[src/core/ddrio_map.vh]
// Constants for the double-rate memory pin path
`ifndef DDRIO_MAP_VH
`define DDRIO_MAP_VH

// Pin group size
`define DDRIO_PINS       18
`define DDRIO_FIFO_DEPTH 16

// Width mode codes
`define DDRIO_MODE_X8    2'h0
`define DDRIO_MODE_X9    2'h1
`define DDRIO_MODE_X16   2'h2
`define DDRIO_MODE_X18   2'h3

// Active lane masks per width mode
`define DDRIO_LANES_X8   18'h000FF
`define DDRIO_LANES_X9   18'h001FF
`define DDRIO_LANES_X16  18'h0FFFF
`define DDRIO_LANES_X18  18'h3FFFF

// Link clock: four system cycles per period, quarter = one cycle
`define DDRIO_PH_W       2
`define DDRIO_PH_FIRST   2'h0
`define DDRIO_PH_Q1      2'h1
`define DDRIO_PH_HALF    2'h2
`define DDRIO_PH_LAST    2'h3

// Cycles that old pin samples stay in the synchroniser and edge history
`define DDRIO_SYNC_HIST  3

`endif

[src/core/ddrio_fifo.v]
// Flip-flop FIFO between the write source and the output registers
`timescale 1ns/10ps
module ddrio_fifo #(
  parameter W     = 38,
  parameter DEPTH = 16,
  parameter AW    = 4
) (
  // Clock and reset
  input  wire         ref_clk,
  input  wire         nrst,
  // Fill side
  input  wire         in_valid,
  output wire         in_ready,
  input  wire [W-1:0] in_data,
  // Drain side
  output wire         out_valid,
  input  wire         out_ready,
  output wire [W-1:0] out_data
);

  reg [W-1:0] mem [0:DEPTH-1];
  reg [AW-1:0] wr_ptr;
  reg [AW-1:0] rd_ptr;
  reg [AW:0]   count;

  wire push = in_valid & in_ready;
  wire pop  = out_valid & out_ready;

  assign in_ready  = (count != DEPTH[AW:0]);
  assign out_valid = (count != {(AW+1){1'b0}});
  assign out_data  = mem[rd_ptr];

  always @(posedge ref_clk) begin
    if (push) begin
      mem[wr_ptr] <= in_data;
    end
  end

  always @(posedge ref_clk or negedge nrst) begin
    if (!nrst) begin
      wr_ptr <= {AW{1'b0}};
      rd_ptr <= {AW{1'b0}};
      count  <= {(AW+1){1'b0}};
    end else begin
      if (push) begin
        wr_ptr <= (wr_ptr == DEPTH[AW-1:0] - 1'b1) ? {AW{1'b0}} : wr_ptr + 1'b1;
      end
      if (pop) begin
        rd_ptr <= (rd_ptr == DEPTH[AW-1:0] - 1'b1) ? {AW{1'b0}} : rd_ptr + 1'b1;
      end
      if (push & ~pop) begin
        count <= count + 1'b1;
      end else if (pop & ~push) begin
        count <= count - 1'b1;
      end
    end
  end

endmodule // ddrio_fifo

[src/core/ddrio_path.v]
// Double-rate data pin group: output mux, strobe capture, GPIO fallback
`timescale 1ns/10ps
`include "ddrio_map.vh"
module ddrio_path #(
  parameter DQW   = `DDRIO_PINS,
  parameter DEPTH = `DDRIO_FIFO_DEPTH,
  parameter AW    = 4
) (
  // Clock and reset
  input  wire           ref_clk,
  input  wire           nrst,
  // Configuration
  input  wire           mem_en,
  input  wire [1:0]     width_mode,
  // Write stream
  input  wire           wr_valid,
  output wire           wr_ready,
  input  wire [DQW-1:0] wr_data_hi,
  input  wire [DQW-1:0] wr_data_lo,
  input  wire           wr_mask_hi,
  input  wire           wr_mask_lo,
  // Read stream
  output reg            rd_valid,
  output reg  [DQW-1:0] rd_data_hi,
  output reg  [DQW-1:0] rd_data_lo,
  // Clocks to memory
  output reg            wr_clk_out,
  output reg            mem_clk_out,
  // Data pins
  input  wire [DQW-1:0] dq_in,
  output wire [DQW-1:0] dq_out,
  output wire [DQW-1:0] dq_oe,
  // Strobe pin
  input  wire           dqs_in,
  output wire           dqs_out,
  output wire           dqs_oe,
  // Mask pin
  output reg            dm_out,
  output wire           dm_oe,
  // General-purpose use of the group, strobe at the top bit
  input  wire [DQW:0]   gpio_out,
  input  wire [DQW:0]   gpio_oe,
  output wire [DQW:0]   gpio_in
);

  localparam FW = 2 * DQW + 2;

  // ----------------------------------------------------------------
  // Lane selection
  // ----------------------------------------------------------------
  reg [`DDRIO_PINS-1:0] lane_full;
  always @* begin
    case (width_mode)
      `DDRIO_MODE_X8:  lane_full = `DDRIO_LANES_X8;
      `DDRIO_MODE_X9:  lane_full = `DDRIO_LANES_X9;
      `DDRIO_MODE_X16: lane_full = `DDRIO_LANES_X16;
      default:         lane_full = `DDRIO_LANES_X18;
    endcase
  end
  // Lanes beyond the group size never exist
  wire [DQW-1:0] lane_on = lane_full[DQW-1:0] & {DQW{mem_en}};

  // ----------------------------------------------------------------
  // Link clock generation
  // ----------------------------------------------------------------
  reg [`DDRIO_PH_W-1:0] phase;
  wire wclk = (phase == `DDRIO_PH_FIRST) | (phase == `DDRIO_PH_Q1);
  wire mclk = (phase == `DDRIO_PH_Q1) | (phase == `DDRIO_PH_HALF);
  wire load = (phase == `DDRIO_PH_LAST);

  always @(posedge ref_clk or negedge nrst) begin
    if (!nrst) begin
      phase <= `DDRIO_PH_FIRST;
    end else begin
      phase <= phase + 1'b1;
    end
  end

  // ----------------------------------------------------------------
  // Write buffer
  // ----------------------------------------------------------------
  wire          fifo_valid;
  wire [FW-1:0] fifo_data;

  ddrio_fifo #(
    .W     (FW),
    .DEPTH (DEPTH),
    .AW    (AW)
  ) u_fifo (
    .ref_clk   (ref_clk),
    .nrst      (nrst),
    .in_valid  (wr_valid),
    .in_ready  (wr_ready),
    .in_data   ({wr_mask_hi, wr_mask_lo, wr_data_hi, wr_data_lo}),
    .out_valid (fifo_valid),
    .out_ready (load & mem_en),
    .out_data  (fifo_data)
  );

  // ----------------------------------------------------------------
  // Output phase registers and mux
  // ----------------------------------------------------------------
  reg [DQW-1:0] reg_a;
  reg [DQW-1:0] reg_b;
  reg           mask_a;
  reg           mask_b;
  reg           out_active;
  reg [DQW-1:0] dq_drv;
  reg           dqs_drv;
  reg           drv_on;

  always @(posedge ref_clk or negedge nrst) begin
    if (!nrst) begin
      reg_a      <= {DQW{1'b0}};
      reg_b      <= {DQW{1'b0}};
      mask_a     <= 1'b0;
      mask_b     <= 1'b0;
      out_active <= 1'b0;
    end else if (load) begin
      // Both load together on the rising common clock
      if (mem_en & fifo_valid) begin
        reg_a  <= fifo_data[DQW-1+DQW:DQW];
        reg_b  <= fifo_data[DQW-1:0];
        mask_a <= fifo_data[FW-1];
        mask_b <= fifo_data[FW-2];
      end
      out_active <= mem_en & fifo_valid;
    end
  end

  // Pin stage: common clock level picks the register
  always @(posedge ref_clk or negedge nrst) begin
    if (!nrst) begin
      dq_drv      <= {DQW{1'b0}};
      dm_out      <= 1'b0;
      dqs_drv     <= 1'b0;
      drv_on      <= 1'b0;
      wr_clk_out  <= 1'b0;
      mem_clk_out <= 1'b0;
    end else begin
      if (wclk) begin
        dq_drv <= reg_a;
        dm_out <= mask_a;
      end else begin
        dq_drv <= reg_b;
        dm_out <= mask_b;
      end
      dqs_drv     <= mclk & out_active;
      drv_on      <= out_active & mem_en;
      wr_clk_out  <= wclk;
      mem_clk_out <= mclk;
    end
  end

  // ----------------------------------------------------------------
  // Input synchronisers
  // ----------------------------------------------------------------
  reg [DQW:0] pin_s1;
  reg [DQW:0] pin_s2;
  reg         dqs_hist;

  always @(posedge ref_clk or negedge nrst) begin
    if (!nrst) begin
      pin_s1   <= {(DQW+1){1'b0}};
      pin_s2   <= {(DQW+1){1'b0}};
      dqs_hist <= 1'b0;
    end else begin
      pin_s1   <= {dqs_in, dq_in};
      pin_s2   <= pin_s1;
      dqs_hist <= pin_s2[DQW];
    end
  end

  assign gpio_in = pin_s2;

  // ----------------------------------------------------------------
  // Read capture on strobe edges
  // ----------------------------------------------------------------
  // The memory owns the strobe during reads
  wire                        busy_now = ~mem_en | out_active | drv_on;
  reg  [`DDRIO_SYNC_HIST-1:0] busy_hist;

  // Our own strobe, or a GPIO level, lingers in the synchroniser after
  // we let go of the pin; those old samples must not look like a read
  always @(posedge ref_clk or negedge nrst) begin
    if (!nrst) begin
      busy_hist <= {`DDRIO_SYNC_HIST{1'b1}};
    end else begin
      busy_hist <= {busy_hist[`DDRIO_SYNC_HIST-2:0], busy_now};
    end
  end

  wire rd_window = ~busy_now & ~(|busy_hist);
  wire dqs_rise  = rd_window & pin_s2[DQW] & ~dqs_hist;
  wire dqs_fall  = rd_window & ~pin_s2[DQW] & dqs_hist;
  reg [DQW-1:0] cap_hi;

  always @(posedge ref_clk or negedge nrst) begin
    if (!nrst) begin
      cap_hi     <= {DQW{1'b0}};
      rd_data_hi <= {DQW{1'b0}};
      rd_data_lo <= {DQW{1'b0}};
      rd_valid   <= 1'b0;
    end else begin
      rd_valid <= dqs_fall;
      if (dqs_rise) begin
        cap_hi <= pin_s2[DQW-1:0] & lane_on;
      end
      if (dqs_fall) begin
        rd_data_hi <= cap_hi;
        rd_data_lo <= pin_s2[DQW-1:0] & lane_on;
      end
    end
  end

  // ----------------------------------------------------------------
  // Pin ownership: memory lanes or GPIO
  // ----------------------------------------------------------------
  genvar i;
  generate
    for (i = 0; i < DQW; i = i + 1) begin : g_lane
      assign dq_out[i] = lane_on[i] ? dq_drv[i] : gpio_out[i];
      assign dq_oe[i]  = lane_on[i] ? drv_on : gpio_oe[i];
    end
  endgenerate

  assign dqs_out = mem_en ? dqs_drv : gpio_out[DQW];
  assign dqs_oe  = mem_en ? drv_on : gpio_oe[DQW];
  assign dm_oe   = drv_on;

endmodule // ddrio_path

[config.mk]
export PLATFORM = sky130hd
export DESIGN_NAME = ddrio_path
export DESIGN_NICKNAME = d
export VERILOG_FILES = /design/src/core/ddrio_fifo.v /design/src/core/ddrio_path.v
export VERILOG_INCLUDE_DIRS = /design/src /design/src/core
export SDC_FILE = /design/constraint.sdc
export NUM_CORES = 1
export LEC_CHECK = 0
export BUFFER_PORTS_ARGS = -buffer_cell sky130_fd_sc_hd__buf_2
export CORE_UTILIZATION = 65
export DETAILED_ROUTE_END_ITERATION = 6
export GPL_TIMING_DRIVEN = 0
export PLACE_DENSITY = 0.85
export REMOVE_ABC_BUFFERS = 1
export SYNTH_ARGS = -nofsm -noshare
export SYNTH_HDL_FRONTEND = slang
export SYNTH_HIERARCHICAL = 1
export SYNTH_SLANG_ARGS = --single-unit
[constraint.sdc]
create_clock -name ref_clk -period 11.7 [get_ports ref_clk]
set_input_delay 1.17 -clock ref_clk [delete_from_list [all_inputs] [get_ports ref_clk]]
set_output_delay 1.17 -clock ref_clk [all_outputs]
set_load 0.02 [all_outputs]
; ---- Yosys cells after proc, flatten, opt, wreduce, memory -nomap -nowiden
; Memory sizes are Yosys's and may differ from the RTL's. A register that Yosys moved wholly into a read port is not among the register bits.
; Cells that the tools add are included.
[word_totals]
output_inout_bits = 99
ramBits = 608
word_cells = 113
n_memories = 1
regBits = 136
inputBits = 101
[mem_list]
columns = memory, words, width, read_ports, rd_ports_with_merged_regs, wr, line
row1 = u_fifo.mem, 16, 38, 1, 1, 1, ddrio_fifo.v:21  ; reg [W-1:0] mem [0:DEPTH-1];
[op_classes]
reduce_logical = 7
bitwise = 26
eq_ne = 8
n_mux = 47
addsub = 5
[op_table]
columns = op, n
row1 = one-hot mux 18 bit (3 select lines), 1
row2 = 2-to-1 mux 1 bit, 41
row3 = AND 18 bit, 2
row4 = 2-to-1 mux 18 bit, 1
row5 = AND 1 bit, 13
row6 = 2-to-1 mux 5 bit, 2
row7 = "adder 4 x 1 -> 4 bit, second input constant", 2
row8 = "equality test 4 bit, second input constant", 2
row9 = 2-to-1 mux 4 bit, 2
row10 = inverter 1 bit, 7
row11 = "equality test 2 bit, second input constant", 3
row12 = "adder 5 x 1 -> 5 bit, second input constant", 1
row13 = "!= test 5 bit, second input constant", 1
row14 = nonzero test 5 bit, 1
row15 = "subtractor 5 x 1 -> 5 bit, second input constant", 1
row16 = "equality test 2 x 1 -> 1 bit, second input constant", 2
row17 = zero test 2 bit, 2
row18 = OR 1 bit, 4
row19 = OR reduction 3 bit, 1
row20 = "adder 2 x 1 -> 2 bit, second input constant", 1
row21 = AND reduction 2 bit, 1
row22 = nonzero test 2 bit, 1
row23 = zero test 1 bit, 1

; ---- Logic depth before layout (Yosys ltp)
; Gate-level depths: netlist of run 1.
[depth]
ltp_word = 7
depth_mapped = 10
mapped_depth_nobuf = 10

; ---- Modules after synthesis
; Netlist of run 1, hierarchy kept.
[modules_own_cells]
columns = module, area_each_um2, seq_area_each_um2, n_inst, cells_each
row1 = ddrio_fifo, 23550.1, 18582.8, 1, 1028
row2 = ddrio_path, 6074.6, 4007.6, 1, 387

; ---- Least setup slack after synthesis of run 1
; OpenSTA, ideal clock, no wires.
[synth_path]
path_type = input port to flip-flop
startpoint = input wr_valid
endpoint = memory u_fifo.mem[0][0], enable pin
setup_time_ns = 0.480
cell_stages = 4
n_path_buf = 1
setup_slack_ns = 6.926
arrival_time_ns = 4.294
path_cell_list = a21boi_0 -> buf_2 -> nand2_1 -> nor3_1
[synth_between]
elab_chain_cells = 3
[synth_lines]
columns = item, line
row1 = "start, declared", ddrio_path.v:16  ; input wire wr_valid,
row2 = AND 1 bit, ddrio_fifo.v:26  ; wire push = in_valid & in_ready;
row3 = named net u_fifo.push, ddrio_fifo.v:26
row4 = 2-to-1 mux 1 bit, ddrio_fifo.v:34  ; if (push) begin
row5 = 2-to-1 mux 1 bit (implied by the code), ddrio_fifo.v:35  ; mem[wr_ptr] <= in_data;
row6 = "end, declared", ddrio_fifo.v:21
; The timed path passes the listed nets, and every way through them passes these cells.

; ---- Worst setup path after layout of run 1
[layout_path]
startpoint = input mem_en
endpoint = output dq_out[9]
[layout_between]
elab_chain_cells = 2
[layout_lines]
columns = item, line
row1 = "start, declared", ddrio_path.v:13  ; input wire mem_en,
row2 = AND 18 bit, ddrio_path.v:61  ; wire [DQW-1:0] lane_on = lane_full[DQW-1:0] & {DQW{mem_en}};
row3 = 2-to-1 mux 1 bit, ddrio_path.v:222  ; assign dq_out[i] = lane_on[i] ? dq_drv[i] : gpio_out[i];
row4 = "end, declared", ddrio_path.v:31  ; output wire [DQW-1:0] dq_out,
; No other way between the ends.

==> results of run 1 <==
==> how the worst max path moves through the flow <==
stage,startpoint,slack [ps],to,cells after the start
global route,mem_en,6830,dq_out[9],4
detailed placement,mem_en,6930,dq_out[9],4
finish,mem_en,6920,dq_out[9],4
floorplan,u_fifo/rd_ptr[0],4540,mask_a,4
CTS,mem_en,6940,dq_out[9],4
global placement,u_fifo/rd_ptr[0],2200,reg_a[8],4
==> power by group through the flow <==
| stage | Clock [W] | Combinational, W | Sequential [W] |
|---|---|---|---|
| global placement | 0 | 0.00179 | 0.00378 |
| global route | 0.00249 | 0.00201 | 0.00356 |
| floorplan | 0 | 0.00130 | 0.00366 |
| finish | 0.00237 | 0.00191 | 0.00354 |
| detailed placement | 0 | 0.00187 | 0.00358 |
| CTS | 0.00239 | 0.00192 | 0.00354 |
==> logic make-up after synthesis <==
group	Yosys count	synth area share [%]
mux	286	16.77
simple gates	125	2.078
flops	781	76.26
fa+ha+maj	13	0.5744
compound gates	114	2.724
xor+xnor	5	0.1478
buf+inv	91	1.449
==> worst reg2reg max path: cells and delay by family, from the launching register on <==
kind | cells | cell delay, ps
AO/OA/AOI/OAI | 1 | 930
flip-flops | 1 | 450
buffers and inverters | 2 | 460
AND/OR/NAND/NOR | 3 | 1500
==> Yosys cell counts, types with 10 or more instances <==
cell	n	area, um^2
sky130_fd_sc_hd__ha_1	12	150.1
sky130_fd_sc_hd__o21ai_0	19	95.09
sky130_fd_sc_hd__inv_1	19	71.32
sky130_fd_sc_hd__mux2_2	123	1385
sky130_fd_sc_hd__nand2_1	58	217.7
sky130_fd_sc_hd__edfxtp_1	608	18260
sky130_fd_sc_hd__nor2_1	19	71.32
sky130_fd_sc_hd__buf_4	14	105.1
sky130_fd_sc_hd__and2_1	13	81.33
sky130_fd_sc_hd__dfrtp_1	170	4254
sky130_fd_sc_hd__a21o_1	11	82.58
sky130_fd_sc_hd__clkbuf_1	30	112.6
sky130_fd_sc_hd__a22oi_1	76	570.6
sky130_fd_sc_hd__mux2_4	10	150.1
sky130_fd_sc_hd__and3_1	10	62.56
sky130_fd_sc_hd__buf_2	22	110.1
sky130_fd_sc_hd__mux4_2	152	3423
==> stage by stage <==
| stage | hold WS (ps) | instances | cell area, um^2 | total power, W |
|---|---|---|---|---|
| CTS | 349.2 | 2314 | 34400 | 0.007848 |
| detailed placement | 334.7 | 2179 | 32000 | 0.005451 |
| floorplan | 331.2 | 1343 | 29270 | 0.004954 |
| finish | 345.7 | 2316 | 34410 | 0.007817 |
| global placement | 332.6 | 2134 | 31000 | 0.005566 |
| global route | 351.2 | 2315 | 34410 | 0.008071 |
==> per-layer routing <==
metal | track usage (%) | wire [um]
met5 | 0 | 23
met4 | 11.35 | 2370
met3 | 6.004 | 6126
met2 | 52.23 | 35870
met1 | 38.47 | 24050
==> area by class of cell <==
class / instances / area [um^2]
sequential: 781 / 22600
fill: 2185 / 10200
multi-input combinational: 543 / 6749
clock buffer: 115 / 2168
timing repair buffer: 244 / 1839
tap: 592 / 740.7
clock inverter: 20 / 237.7
inverter: 19 / 71.32
antenna: 2 / 5.005
==> registers in the layout (all words and copies together) (netlist names), 3 cells and up <==
name and cells:
busy_hist 3, cap_hi 18, dq_drv 18, gpio_in 19, pin_s1 19, rd_data_hi 18
rd_data_lo 18, reg_a 18, reg_b 18, u_fifo/count 5, u_fifo/mem 608, u_fifo/rd_ptr 4
u_fifo/wr_ptr 4
==> metrics.md, run 1 <==
| Metric | Value |
|---|---|
| Wire length per cell | a little under 30 um |
| Clock H-tree levels | 3 |
| Number of DRC violations after detailed-routing iteration 0 | roughly 1,700 |
| Half-perimeter wire length after detailed placement | roughly 40,000 um |
| Maxcap violations | 0 |
| Number of buffers added by the clock tree synthesis step | 74 |
| Cells traversed along the worst timing path | buf_2 > nand2_1 > mux2_2 > buf_2 |
| Starting Density | roughly 66% |
| Leakage | approximately 13 nW |
| Maximum fanout along the worst path | 44 |
| Largest clock skew in the final design | between 20 and 25 ps |
| Worst hold path startpoint | pin_s1[5] |
| Slew at the pin with the worst max-slew slack | about 1200 ps |
| Switching portion of total power | between 20% and 30% |
| TNS Setup | 0 ps |
| Die area | about 0.046 mm^2 |
| Hold Crit Endpoint | gpio_in[5] |
| Hold Path Class | flop to flop |
| Synthesized area per cell | 20.94 um^2 |
| Detail-routed via count per cell | ~6.6 |
| EDFF count, synth | between 600 and 700 |
| DRC | 0 |
| Buffer depth of the longest clock path | 3 |
| Share of the clock period used by the worst path after layout | about two fifths |
| Peak Freq | between 0.2 and 0.25 GHz |
| Post-place setup slack | around 6900 ps |
| Final Core Density | 77.14% |
| CTS sink count | 781 |
| Detailed-router iteration count before antenna repair | 5 |
| Layout cells sized above 1 | between 30% and 40% |
| Global placement routability congestion | between 0.7 and 0.8 |
| Number of synthesized register bits | between 700 and 800 |
| Min Tclk post-route | 4785 ps |
| Global Route Usage Sum | 30.28% |
| Wire length of the first global-routing pass | between 100,000 and 150,000 um |
| Worst flop-to-flop path startpoint | u_fifo/count[0] |
| Number of I/O port buffers | 199 |
| Proportion of synthesized chip area in sequential cells | between 70% and 80% |
| RSZ-0062 raised after global routing | no |
| Number of setup buffers added after CTS | 0 |
| # resized after CTS | 0 |
| Signal arrival time at the worst endpoint | 3610 ps |
| Number of slew-limit violations in the final report | 0 |
| Cell class contributing the biggest share of worst-path delay | simple AND/OR/NAND/NOR gates |
| Outcome | finished clean |
| Std-Cell Core Area | between 0.04 and 0.05 mm^2 |
| Number of hold violations in the final report | 0 |
| Finish-stage setup viols | 0 |
| Number of global-route vias before repair | 15,920 |
| Largest net degree at the start of global routing | 113 |
| Int Power | between 0.005 and 0.006 W |
| Number of placement rows | 77 |
| Antenna violations before repair | 4 |
| Critical path class | primary input to primary output |
| Final Routed Wirelength | about 68,000 um |
| Net count reported at finish | 1,777 |
| Most common cell after layout, fill and taps aside | sky130_fd_sc_hd__edfxtp_1 |
| Count of buffer and inverter cells on the critical path | 2 |
| Synthesis-to-layout area growth | 16.15% |
| Hold depth | 0 |
| Reg2Reg Capture Point | u_fifo/mem[0][36] |
| Leading cell types in the layout, fill and taps excluded | 608 x sky130_fd_sc_hd__edfxtp_1, 198 x sky130_fd_sc_hd__buf_2, 168 x sky130_fd_sc_hd__dfrtp_1 |
| Worst Reg2Reg Path Length in Cells | 6 |
| Ratio of total power to cell area | ~230 mW/mm^2 |
| Yosys warning count | 6 |
| Clock latency on the worst-skew pair | 610 ps |
| Biggest cell delay along the critical path | approximately 950 ps |
| Power share of the combinational group | approximately 25% |
| Number of nets still failing antenna checks after routing | 0 |
| Worst-path clk slew | approximately 60 ps |
| Total number of vias | around 15,000 |
| CTS tree | yes |
| Register-to-register setup slack | between 8000 and 9000 ps |
| Data required time at the worst endpoint | 10,530 ps |
| Max VDD drop | around 0.18 mV |
| Netlist area before placement | between 0.02 and 0.03 mm^2 |
| Die width | 215.5 um |
| Clock network power share | between 30% and 40% |
| Crit start category | primary input |
| Vertical die dimension | roughly 220 um |
| Io pins | 200 |
| Critical-path top delay cell | sky130_fd_sc_hd__nand2_1 |
| Unique masters post-synth | 41 |
| Cell at the root of the clock tree | sky130_fd_sc_hd__clkbuf_16 |
| Final worst-path setup slack | roughly 7000 ps |
| Leading register cell type out of synthesis | sky130_fd_sc_hd__edfxtp_1 |
| Max-slew headroom at the worst pin | around 18% |
| Most repeated library cell on the critical path | sky130_fd_sc_hd__buf_2 |
| Endpoint kind of the worst setup timing path | primary output |
| Overflow left after global routing | 0 |
| Fraction of registers with async set or reset after synthesis | around 22% |
| P_sw | 0.002195 W |
| Cts-stage hold buffer count | 0 |
| Sequential cell fraction of total power | between 40% and 50% |
| Number of cells produced by synthesis | between 1,000 and 1,500 |
No activity file was read; power rests on OpenSTA's default activity.
==> inputs of run 2 (changes only) <==
--- a/config.mk
+++ b/config.mk
@@ -7,10 +7,10 @@
 export NUM_CORES = 1
 export LEC_CHECK = 0
 export BUFFER_PORTS_ARGS = -buffer_cell sky130_fd_sc_hd__buf_2
-export CORE_UTILIZATION = 65
+export CORE_UTILIZATION = 54
 export DETAILED_ROUTE_END_ITERATION = 6
 export GPL_TIMING_DRIVEN = 0
-export PLACE_DENSITY = 0.85
+export PLACE_DENSITY = 0.75
 export REMOVE_ABC_BUFFERS = 1
 export SYNTH_ARGS = -nofsm -noshare
 export SYNTH_HDL_FRONTEND = slang
==> constraint.sdc (replaced) <==
create_clock -name ref_clk -period 3.9 [get_ports ref_clk]
set_input_delay 0.39 -clock ref_clk [delete_from_list [all_inputs] [get_ports ref_clk]]
set_output_delay 0.39 -clock ref_clk [all_outputs]
set_load 0.02 [all_outputs]
==> run 2 against run 1 <==
Against the previous run:
- sequential power rose to 3.0 times the previous value
- clock power rose to 3.1 times the previous value
- flip-flop and latch count unchanged
- power rose to 3.0 times the previous value
- routed wire length shrank 6.1%
- clock-buffer cell count unchanged
==> metrics.md, run 2 (synthesized netlist as in run 1, its figures left out) <==
| Metric | Value |
|---|---|
| Outcome | finished clean |
| Signal arrival time at the worst endpoint | 3610 ps (about the same) |
| Vertical die dimension | 236.2 um (+9.6%) |
| # resized after CTS | 0 (unchanged) |
| Maximum fanout along the worst path | 8 (-82%) |
| Most repeated library cell on the critical path | sky130_fd_sc_hd__buf_6 |
| Clock latency on the worst-skew pair | 610 ps (about the same) |
| Largest net degree at the start of global routing | 98 (-13%) |
| Layout cells sized above 1 | 38.27% (-0.29 points) |
| Hold depth | 1 (+1) |
| Wire length of the first global-routing pass | 96,190 um (-4.5%) |
| Final Core Density | 64.50% (-13 points) |
| RSZ-0062 raised after global routing | no |
| Global placement routability congestion | 0.7369 (-4.0%) |
| Number of I/O port buffers | 199 (unchanged) |
| Detailed-router iteration count before antenna repair | 5 (unchanged) |
| Number of placement rows | 85 (+10%) |
| CTS sink count | 781 (unchanged) |
| Number of slew-limit violations in the final report | 0 (unchanged) |
| Io pins | 200 (unchanged) |
| Final Routed Wirelength | 64,240 um (-6.1%) |
| Half-perimeter wire length after detailed placement | 38,610 um (-2.8%) |
| Die area | 0.05580 mm^2 (+20%) |
| Cell at the root of the clock tree | sky130_fd_sc_hd__clkbuf_16 |
| Hold Path Class | primary input to flop |
| Number of setup buffers added after CTS | 0 (unchanged) |
| Peak Freq | a little over 0.3 GHz |
| Cells traversed along the worst timing path | nor4_1 > a21boi_0 > clkbuf_2 > nand2_1 > nor3_2 > buf_6 > buf_6 > buf_6 |
| Total number of vias | 14,850 (-3.0%) |
| Antenna violations before repair | 11 (+7) |
| Largest clock skew in the final design | 23.58 ps (+0.2919 ps) |
| Worst-path clk slew | 60 ps (about the same) |
| Most common cell after layout, fill and taps aside | sky130_fd_sc_hd__edfxtp_1 |
| Final worst-path setup slack | 609.6 ps (-6306 ps) |
| Finish-stage setup viols | 0 (unchanged) |
| Starting Density | 54.83% (-12 points) |
| Largest register FFs | 608 (unchanged) |
| Net count reported at finish | 1,806 (+1.6%) |
| Std-Cell Core Area | 0.05403 mm^2 (+21%) |
| Number of global-route vias before repair | 15,660 (-1.6%) |
| Max VDD drop | 0.5012 mV (+190%) |
| Number of hold violations in the final report | 0 (unchanged) |
| CTS tree | yes |
| TNS Setup | 0 ps (unchanged) |
| Crit start category | flop |
| Overflow left after global routing | 0 (unchanged) |
| Placed cell count | 2,285 (+4.9%) |
| Min Tclk post-route | between 3000 and 4000 ps |
| Top register by number of flip-flops | u_fifo/mem |
| Number of DRC violations after detailed-routing iteration 0 | 1,219 (-27%) |
| Wire length per cell | 26.18 um (-11%) |
| Endpoint kind of the worst setup timing path | flop |
| Data required time at the worst endpoint | 4220 ps (-6310 ps) |
| Worst Reg2Reg Path Length in Cells | 8 (+2) |
| Buffer depth of the longest clock path | 3 (unchanged) |
| Leakage | 12.73 nW (+1.2%) |
| Max-slew headroom at the worst pin | 17.98% (+0.21 points) |
| Critical-path top delay cell | sky130_fd_sc_hd__nor3_2 |
| Slew at the pin with the worst max-slew slack | 1227 ps (-3.195 ps) |
| Post-place setup slack | 308.1 ps (-6620 ps) |
| Biggest cell delay along the critical path | 730 ps (-220 ps) |
| Die width | 236.2 um (+9.6%) |
| Final cell count without fillers | 2,454 (+6.0%) |
| Number of buffers added by the clock tree synthesis step | 80 (+8.1%) |
| Share of the clock period used by the worst path after layout | 84.37% |
| Clock H-tree levels | 3 (unchanged) |
| Global Route Usage Sum | 23.51% (-6.8 points) |
| Critical path class | flop to flop |
| DRC | 0 (unchanged) |
| Cts-stage hold buffer count | 20 (+20) |
| Detail-routed via count per cell | 6.051 (-8.4%) |
| Synthesis-to-layout area growth | 17.63% |
| Leading cell types in the layout, fill and taps excluded | 608 x sky130_fd_sc_hd__edfxtp_1, 198 x sky130_fd_sc_hd__buf_2, 168 x sky130_fd_sc_hd__dfrtp_1 |
| Maxcap violations | 0 (unchanged) |
| Number of nets still failing antenna checks after routing | 0 (unchanged) |
| Ratio of total power to cell area | 672.1 mW/mm^2 (+200%) |
-- run 2: through the flow --
| step | power, W | hold WS (ps) | area (um^2) |
|---|---|---|---|
| final | 0.02342 | 142.5 | 34850 |
| after global routing | 0.02436 | 134.1 | 34840 |
| after CTS | 0.02359 | 112.5 | 34840 |
| after detailed placement | 0.01627 | 335.8 | 32140 |
| after global placement | 0.01510 | 333.2 | 31130 |
| after floorplan | 0.01431 | 94.41 | 29270 |
-- run 2: routing by layer --
layer	wire length (um)	track usage [%]
met1	24880	30.11
met4	1930	8.048
met2	32340	39.60
met5	129	0
met3	4969	5.676
-- run 2: power by group --
group | internal (W) | switching, W
clock | 0.00424 | 0.00304
sequential | 0.00998 | 0.000598
combinational | 0.00270 | 0.00286
total | 0.0169 | 0.00650
-- run 2: worst paths after layout --
| kind | to | slack, ps | startpoint |
|---|---|---|---|
| hold reg to reg | gpio_in[16] | 350 | pin_s1[16] |
| max in group asynchronous | mask_a | 2620 | nrst |
| hold / removal | u_fifo/mem[1][31] | 140 | wr_data_hi[13] |
| min in group asynchronous | rd_data_lo[2] | 400 | nrst |
| setup reg to reg | u_fifo/mem[0][11] | 610 | u_fifo/count[0] |
| setup / recovery | u_fifo/mem[0][11] | 610 | u_fifo/count[0] |
-- run 2: worst max-delay path, delay by kind of cell (launching register included) --
family / cells / cell delay (ps)
compound gates: 1 / 520
flops: 1 / 450
simple gates: 3 / 1120
buf+inv: 4 / 910
-- run 2: cell type report --
type	count	area, um^2
antenna	2	5.005
clock buffer	115	2227
clock inverter	31	266.5
fill	3509	19180
inverter	19	71.32
multi-input combinational	543	6749
sequential	781	22600
tap	696	870.8
timing repair buffer	267	2059
